### src/design/acs_regs.svh
// timing and field constants for the calibration sequencer
`ifndef ACS_REGS_SVH
`define ACS_REGS_SVH

// ----------------------------------------------------------------
// mode field codes
// ----------------------------------------------------------------
`define ACS_MODE_NORMAL       2'h0
`define ACS_MODE_SELF_CAL     2'h1
`define ACS_MODE_ZERO_SYS_CAL 2'h2
`define ACS_MODE_FULL_SYS_CAL 2'h3

// ----------------------------------------------------------------
// durations in output-rate periods
// ----------------------------------------------------------------
`define ACS_SELF_CAL_PERIODS 4'h6
`define ACS_SELF_RDY_PERIODS 4'h9
`define ACS_SYS_CAL_PERIODS  4'h3
`define ACS_SYS_RDY_PERIODS  4'h4

// ----------------------------------------------------------------
// pipeline delay, in master clock periods
// ----------------------------------------------------------------
`define ACS_PIPE_MAX_MCLK    2000
`define ACS_PIPE_DEF_MCLK    12'h7d0

`endif

### src/design/acs_pkg.sv
// types shared by the calibration sequencer
package acs_pkg;
    typedef enum logic [4:0] {
        ACS_IDLE = 5'b00001,
        ACS_ZERO_STEP = 5'b00010,
        ACS_FULL_STEP = 5'b00100,
        ACS_CONV      = 5'b01000,
        ACS_PIPE      = 5'b10000
    } acs_state_t;

    typedef struct packed {
        logic op_select_hi;
        logic op_select_lo;
    } acs_mode_t;
endpackage

### src/design/acs_period_timer.sv
// counts output-rate periods and master clock periods
`timescale 1ns/100ps
`default_nettype none
module acs_period_timer #(
    parameter int W = 12
) (
    input  wire logic         clock,
    input  wire logic         rst,
    input  wire logic         load,
    input  wire logic [W-1:0] count,
    input  wire logic         tick,
    output logic              done
);
    logic [W-1:0] left_r;
    logic         run_r;

    // ----------------------------------------------------------------
    // down counter, done fires when the last tick is taken
    // ----------------------------------------------------------------
    always_ff @(posedge clock or posedge rst) begin
        if (rst) begin
            left_r <= '0;
            run_r  <= 1'b0;
        end else if (load) begin
            left_r <= count;
            run_r  <= (count != '0);
        end else if (run_r && tick) begin
            left_r <= left_r - 1'b1;
            if (left_r == {{(W-1){1'b0}}, 1'b1}) begin
                run_r <= 1'b0;
            end
        end
    end

    assign done = run_r && tick && (left_r == {{(W-1){1'b0}}, 1'b1});
endmodule
`default_nettype wire

### src/design/acs_sequencer.sv
// calibration sequencer: zero-scale and full-scale steps, conversion, ready flag
`include "acs_regs.svh"
`timescale 1ns/100ps
`default_nettype none
// How it works
// RULE_01: ready falls low when sequence ends
// RULE_02: automatic normal conversion follows calibration steps
// RULE_03: mode field returns to zero at completion
// RULE_04: mode clears before ready, implies no data
// RULE_05: mode clears after calibration steps only
// RULE_06: ready after calibration, conversion, pipeline delay
// RULE_07: pipeline delay at most 2000 master clocks
// RULE_08: code 01 self cal, 6 and 9 periods
// RULE_09: code 10 zero system cal, 3 and 4
// RULE_10: code 11 full system cal, 3 and 4
// RULE_11: host writes nonzero code, then waits completion
module acs_sequencer #(
    parameter int PIPE_MCLK = 2000
) (
    input  wire logic             clock,
    input  wire logic             rst,
    input  wire logic             mclk_tick,
    input  wire logic             rate_tick,
    input  wire logic             mode_wr,
    input  wire acs_pkg::acs_mode_t mode_wdata,
    input  wire logic [15:0]      conv_result,
    output acs_pkg::acs_mode_t    mode_field,
    output logic                  zero_scale,
    output logic                  full_scale,
    output logic                  internal_ref,
    output logic                  cal_busy,
    output logic [15:0]           data_reg,
    output logic                  result_valid_n
);
    acs_pkg::acs_state_t state_r;
    acs_pkg::acs_state_t state_nxt;
    acs_pkg::acs_mode_t  mode_r;
    logic [1:0]          cmd;
    logic                cmd_take;
    logic [3:0]          full_len;
    logic [3:0]          conv_len;
    logic                per_load;
    logic [11:0]         per_count;
    logic                per_done;
    logic                pipe_load;
    logic                pipe_done;
    logic                rdy_n_r;

    // delay clipped so it can never pass the bound
    localparam logic [11:0] PIPE_LEN = (PIPE_MCLK > `ACS_PIPE_MAX_MCLK) ?
        `ACS_PIPE_DEF_MCLK : 12'(PIPE_MCLK); // RULE_07

    // ----------------------------------------------------------------
    // command decode
    // ----------------------------------------------------------------
    function automatic logic is_cal_cmd(input acs_pkg::acs_mode_t code);
        return {code.op_select_hi, code.op_select_lo} != `ACS_MODE_NORMAL;
    endfunction

    // first step length comes from the write, the field is not loaded yet
    function automatic logic [11:0] first_len(input acs_pkg::acs_mode_t code);
        logic [11:0] len;
        len = 12'(`ACS_SELF_CAL_PERIODS >> 1); // RULE_08
        if (code.op_select_hi) begin
            len = 12'(`ACS_SYS_CAL_PERIODS); // RULE_09 RULE_10
        end
        return len;
    endfunction

    assign cmd = {mode_r.op_select_hi, mode_r.op_select_lo};
    // writes while busy are dropped without a trace
    assign cmd_take = mode_wr && (state_r == acs_pkg::ACS_IDLE) && is_cal_cmd(mode_wdata);

    // ----------------------------------------------------------------
    // step lengths per mode
    // ----------------------------------------------------------------
    always_comb begin
        full_len = 4'h0;
        conv_len = 4'h0;
        unique case (cmd)
            `ACS_MODE_SELF_CAL: begin
                // self steps split the six periods evenly
                full_len = `ACS_SELF_CAL_PERIODS >> 1; // RULE_08
                conv_len = `ACS_SELF_RDY_PERIODS - `ACS_SELF_CAL_PERIODS; // RULE_08
            end
            `ACS_MODE_ZERO_SYS_CAL: begin
                conv_len = `ACS_SYS_RDY_PERIODS - `ACS_SYS_CAL_PERIODS; // RULE_09
            end
            `ACS_MODE_FULL_SYS_CAL: begin
                full_len = `ACS_SYS_CAL_PERIODS; // RULE_10
                conv_len = `ACS_SYS_RDY_PERIODS - `ACS_SYS_CAL_PERIODS; // RULE_10
            end
            `ACS_MODE_NORMAL: begin
            end
        endcase
    end

    // ----------------------------------------------------------------
    // sequence state
    // ----------------------------------------------------------------
    always_comb begin
        state_nxt = state_r;
        per_load  = 1'b0;
        per_count = 12'h0;
        pipe_load = 1'b0;
        unique case (state_r)
            acs_pkg::ACS_IDLE: begin
                if (cmd_take) begin
                    per_load  = 1'b1;
                    per_count = first_len(mode_wdata);
                    state_nxt = (mode_wdata == `ACS_MODE_FULL_SYS_CAL) ?
                                acs_pkg::ACS_FULL_STEP : acs_pkg::ACS_ZERO_STEP;
                end
            end
            acs_pkg::ACS_ZERO_STEP: begin
                if (per_done) begin
                    per_load = 1'b1;
                    if (full_len != 4'h0) begin
                        per_count = 12'(full_len);
                        state_nxt = acs_pkg::ACS_FULL_STEP;
                    end else begin
                        per_count = 12'(conv_len); // RULE_02
                        state_nxt = acs_pkg::ACS_CONV;
                    end
                end
            end
            acs_pkg::ACS_FULL_STEP: begin
                if (per_done) begin
                    per_load  = 1'b1;
                    per_count = 12'(conv_len); // RULE_02
                    state_nxt = acs_pkg::ACS_CONV;
                end
            end
            acs_pkg::ACS_CONV: begin
                if (per_done) begin
                    pipe_load = 1'b1;
                    state_nxt = acs_pkg::ACS_PIPE; // RULE_06
                end
            end
            acs_pkg::ACS_PIPE: begin
                // zero delay leaves at once, the timer never runs
                if (pipe_done || PIPE_LEN == 12'h0) begin
                    state_nxt = acs_pkg::ACS_IDLE;
                end
            end
            default: begin
                state_nxt = acs_pkg::ACS_IDLE;
            end
        endcase
    end

    always_ff @(posedge clock or posedge rst) begin
        if (rst) begin
            state_r <= acs_pkg::ACS_IDLE;
        end else begin
            state_r <= state_nxt;
        end
    end

    // ----------------------------------------------------------------
    // mode field: set by host write, cleared when steps end
    // ----------------------------------------------------------------
    always_ff @(posedge clock or posedge rst) begin
        if (rst) begin
            mode_r <= 2'h0;
        end else if (state_r == acs_pkg::ACS_IDLE && mode_wr) begin
            // a zero write while idle just rewrites zero
            mode_r <= mode_wdata; // RULE_11
        end else if (state_nxt == acs_pkg::ACS_CONV &&
                     state_r != acs_pkg::ACS_CONV) begin
            mode_r <= 2'h0; // RULE_03 RULE_05
        end
    end

    // ----------------------------------------------------------------
    // result register and ready flag
    // ----------------------------------------------------------------
    // data only latched at the end, so a mode poll sees stale data
    always_ff @(posedge clock or posedge rst) begin
        if (rst) begin
            data_reg <= 16'h0;
            rdy_n_r  <= 1'b1;
        end else if (state_r == acs_pkg::ACS_PIPE &&
                     state_nxt == acs_pkg::ACS_IDLE) begin
            data_reg <= conv_result; // RULE_04
            rdy_n_r  <= 1'b0; // RULE_01
        end else if (cmd_take) begin
            rdy_n_r <= 1'b1;
        end
    end

    // ----------------------------------------------------------------
    // period timers
    // ----------------------------------------------------------------
    // load wins over tick, so a step never eats the tick that ended the last
    acs_period_timer #(.W(12)) u_rate (
        .clock (clock),
        .rst   (rst),
        .load  (per_load),
        .count (per_count),
        .tick  (rate_tick),
        .done  (per_done)
    );

    acs_period_timer #(.W(12)) u_pipe (
        .clock (clock),
        .rst   (rst),
        .load  (pipe_load),
        .count (PIPE_LEN),
        .tick  (mclk_tick),
        .done  (pipe_done)
    );

    // ----------------------------------------------------------------
    // outputs
    // ----------------------------------------------------------------
    assign mode_field     = mode_r;
    assign zero_scale     = (state_r == acs_pkg::ACS_ZERO_STEP);
    assign full_scale     = (state_r == acs_pkg::ACS_FULL_STEP);
    assign internal_ref   = (cmd == `ACS_MODE_SELF_CAL);
    assign cal_busy       = (state_r != acs_pkg::ACS_IDLE);
    assign result_valid_n = rdy_n_r;
endmodule
`default_nettype wire

### config.mk
export PLATFORM = sky130hd
export DESIGN_NAME = acs_sequencer
export DESIGN_NICKNAME = d
export VERILOG_FILES = /design/src/design/acs_pkg.sv /design/src/design/acs_period_timer.sv /design/src/design/acs_sequencer.sv
export VERILOG_INCLUDE_DIRS = /design/src /design/src/design
export SDC_FILE = /design/constraint.sdc
export NUM_CORES = 1
export LEC_CHECK = 0
export ABC_AREA = 1
export ABC_CLOCK_PERIOD_IN_PS = 1500
export BUFFER_PORTS_ARGS = -buffer_cell sky130_fd_sc_hd__buf_2
export CAP_MARGIN = 25
export CORE_MARGIN = 1.5
export CORE_UTILIZATION = 51
export DETAILED_ROUTE_END_ITERATION = 12
export GPL_ROUTABILITY_DRIVEN = 0
export MAX_ROUTING_LAYER = met4
export PLACE_DENSITY = 0.76
export SETUP_SLACK_MARGIN = 0.5
export SYNTH_ARGS = -nofsm -noshare
export SYNTH_HDL_FRONTEND = slang
export SYNTH_SLANG_ARGS = --single-unit
### constraint.sdc
create_clock -name clock -period 1.5 [get_ports clock]
set_clock_uncertainty 0.15 [all_clocks]
set_input_delay 0.075 -clock clock [delete_from_list [all_inputs] [get_ports clock]]
set_output_delay 0.075 -clock clock [all_outputs]
set_load 0.005 [all_outputs]
==> flow_summary.toml <==
[timing]
tns_ns = -9.16
fmax_mhz = 549
tightest_slew_ns = 0.446
rsz0062_at_grt = "yes"
slew_hr = 0.702
setup_slack_ns = -0.322
period_share = 1.21
finalMaxSlewViolations = 0
finalSetupViolations = 53
finalCriticalPeriod_ns = 1.82
timing.hold.ws_ns = -0.415
hold_violations = 48

[run]
max-cap-violations = 0

[setup_path]
startpoint_type = "flip-flop"
worst_setup_path_end_kind = "flip-flop"
critical_path_arrival_ns = 1.92
worstPathRequired_ns = 1.60
crit_path_max_fanout = 3
critPathKind = "reg -> reg"

[yosys]
synth_simple_gate_area_frac = 0.395
synthMuxAreaShare = 0
synth-seq-area-share = 0.461
synth_top_family_by_area = "simple AND/OR/NAND/NOR gates"
syn_area_per_cell_um2 = 7.75
postSynthCellCount = 351
post-synth-top-area-fraction = 0.441
synth.yosys.warnings = 0
postSynthNetCount = 378
synth.largest_area_cell = "dfrtp_1"
yosys.area_share.xor_xnor = 0.0225
synthAdderAreaFrac = 0.0184
synth_area_um2 = 2720
synthTopCellsByArea = "dfrtp_1 44%, nand2_1 17%, nand3_1 5.0%, nor2_1 5.0%, inv_1 4.6%"
synth_compound_area_frac = 0.0386
synth.distinct_cells = 32
synth_seq_cells = 50

[floorplan]
boundaryPins = 46
design.die.area_um2 = 5780
die_width_um = 76.0
floorplan.rows = 26
die_height_um = 76.0
floorplan.initialDensity = 0.529
core_region_area_um2 = 5140

[grt]
use_met3 = 0.0491
use_met2 = 0.557
largest_net_degree_at_the_start_of_global_routing = 22
most_congested_layer_reported_by_global_routing = "met2"
grt_remaining_overflow = 0
grt_pass1_wl_um = 13200
grtUsageTotal = 0.291
grt_pass1_vias = 2928
gr-usage-met1 = 0.308
number_of_antenna_violations_at_the_first_check_in_global_routing = 0

[place]
place_hpwl_um = 4520
post-place-cells = 508
port_buffers = 45
dpl_cell_area_um2 = 3420

[clock_network]
clk-insertion-delay-late_ns = 0.33
cts-htree-levels = 2
cts_sinks = 50
clockBufferDepth = 2
clk_pin_slew_worst_paths_ns = 0.12
root_buffer = "clkbuf_8"
cts_tree = "yes"
tritoncts.num_buffers = 5

[cells_and_area]
largest_reg_flops = 16
area_growth_pct = 66.2
finalNetCount = 534
instances_no_fill = 578
antenna_diode_count = 0
post-route-cell-area_um2 = 4520
drive_above_1_share = 0.549

[outcome]
status = "finished with violations"
violations = "hold timing, setup timing"

[route]
number_of_vias_in_the_routed_layout = 3580
post_drt_wl_per_cell_um = 21.9
firstDrtPassIters = 9
1st_iter_drt_viols = 593
route.antenna.remaining_nets = 0
route.detailed.drc = 0
routed_wirelength_um = 12700
drt-vias-per-instance = 6.19

[power]
power.leakage_nw = 2.45
powerDensity_nw_per_um2 = 1350
peakVddDrop_v = 0.000811

[worst_hold_path]
min_path_type = "in -> async"
[per-stage QoR]
step                 util  power (mW)  setup WS [ns]  hold slack [ns]
floorplan               -        3.02        -0.0506          -0.0334
global placement    0.666        3.76        -0.0726          -0.0487
detailed placement  0.666        3.83         -0.134          -0.0516
CTS                 0.785        5.28        -0.0937           -0.386
global route        0.880        6.31         -0.346           -0.394
finish              0.880        6.10         -0.322           -0.415
[worst max-delay path, cell delays in order (launching register included)]
cell and delay, ns:
dfstp_2 0.59, inv_2 0.08, nor2_2 0.10, nand3_2 0.13, buf_6 0.15, buf_4 0.14
inv_1 0.11, nand2_1 0.08, o21ai_1 0.20
[final timing paths]
check / slack [ns] / start / depth (start not counted) / end
max in group asynchronous: 1.04 / rst / 3 / u_pipe.left_r[0]$_DFFE_PP0P_
max reg2reg: -0.32 / state_r[0]$_DFF_PP1_ / 8 / state_r[1]$_DFF_PP0_
min reg2reg: 0.42 / data_reg[12]$_DFFE_PP0P_ / 2 / data_reg[12]$_DFFE_PP0P_
min: -0.42 / rst / 2 / u_pipe.left_r[11]$_DFFE_PP0P_
max: -0.32 / state_r[0]$_DFF_PP1_ / 8 / state_r[1]$_DFF_PP0_
min in group clock: 0.04 / mode_wdata[0] / 4 / u_rate.run_r$_DFFE_PP0P_
[per-layer routing]
layer | vias up | share of wire
met2 | 372 | 0.45
li1 | 1402 | -
met4 | 0 | 0.099
met1 | 1666 | 0.35
met3 | 140 | 0.099
met5 | - | 0
[power breakdown]
part | internal [mW] | switching (mW)
logic | 1.43 | 1.80
registers | 1.57 | 0.272
clock network | 0.501 | 0.525
total | 3.50 | 2.59
[cell families after synthesis]
kind of cell    after synthesis
simple gates                230
flops                        50
buf+inv                      41
compound gates               19
xor+xnor                      7
fa+ha+maj                     4
[cell type report]
type	instances	area [um2]
inverter	38	159
multi-input combinational	261	1710
sequential	50	1260
timing repair buffer	151	1200
tap	70	87.6
fill	224	617
clock inverter	3	43.8
clock buffer	5	68.8
[placed cells by master (no fill, tap or decap), types with 2 or more instances in the layout]
cell	instances
nand4_1	4
a21oi_1	6
nand2_1	78
nor3_2	2
nand2_2	40
dfrtp_1	44
o21ai_0	3
inv_2	15
nor2_4	18
buf_6	20
nand3_4	2
o21ai_2	3
buf_12	2
dlygate4sd3_1	18
clkbuf_8	5
nor2_1	19
ha_4	3
nor2_2	16
nand3_2	6
o21ai_1	2
dfrtp_2	4
inv_1	19
or2_2	2
nand3_1	22
dfstp_2	2
inv_4	2
buf_2	39
xor2_1	6
nand3b_1	3
nand2_4	14
buf_4	71
[cells in the mapped netlist]
library cell / count
nand3b_1: 3
inv_4: 1
nand2_1: 126
a21oi_1: 7
o22ai_1: 1
nor2_2: 10
o211ai_1: 1
or2_2: 3
nand3_4: 1
nor3_1: 3
nor2_4: 7
or2_0: 1
nor2_1: 36
nor3_2: 1
nand2_2: 4
o21ai_2: 1
nand3_2: 2
dfrtp_1: 48
o21ai_0: 6
inv_2: 4
inv_1: 33
nor2_8: 1
ha_1: 4
o21ai_1: 2
o21bai_1: 1
dfstp_2: 2
nand2_4: 1
buf_6: 2
nand3_1: 27
nand4_1: 4
xor2_1: 7
buf_4: 1
[what timing repair did]
item,CTS,global route
endpoints found under the setup margin,73,73
hold buffers,17,1
buffers inserted,22,20
pin swaps,17,43
gates resized for setup,45,92
hold endpoints to repair,67,35
cloned,1,1
No activity file was read; power rests on OpenSTA's default activity.
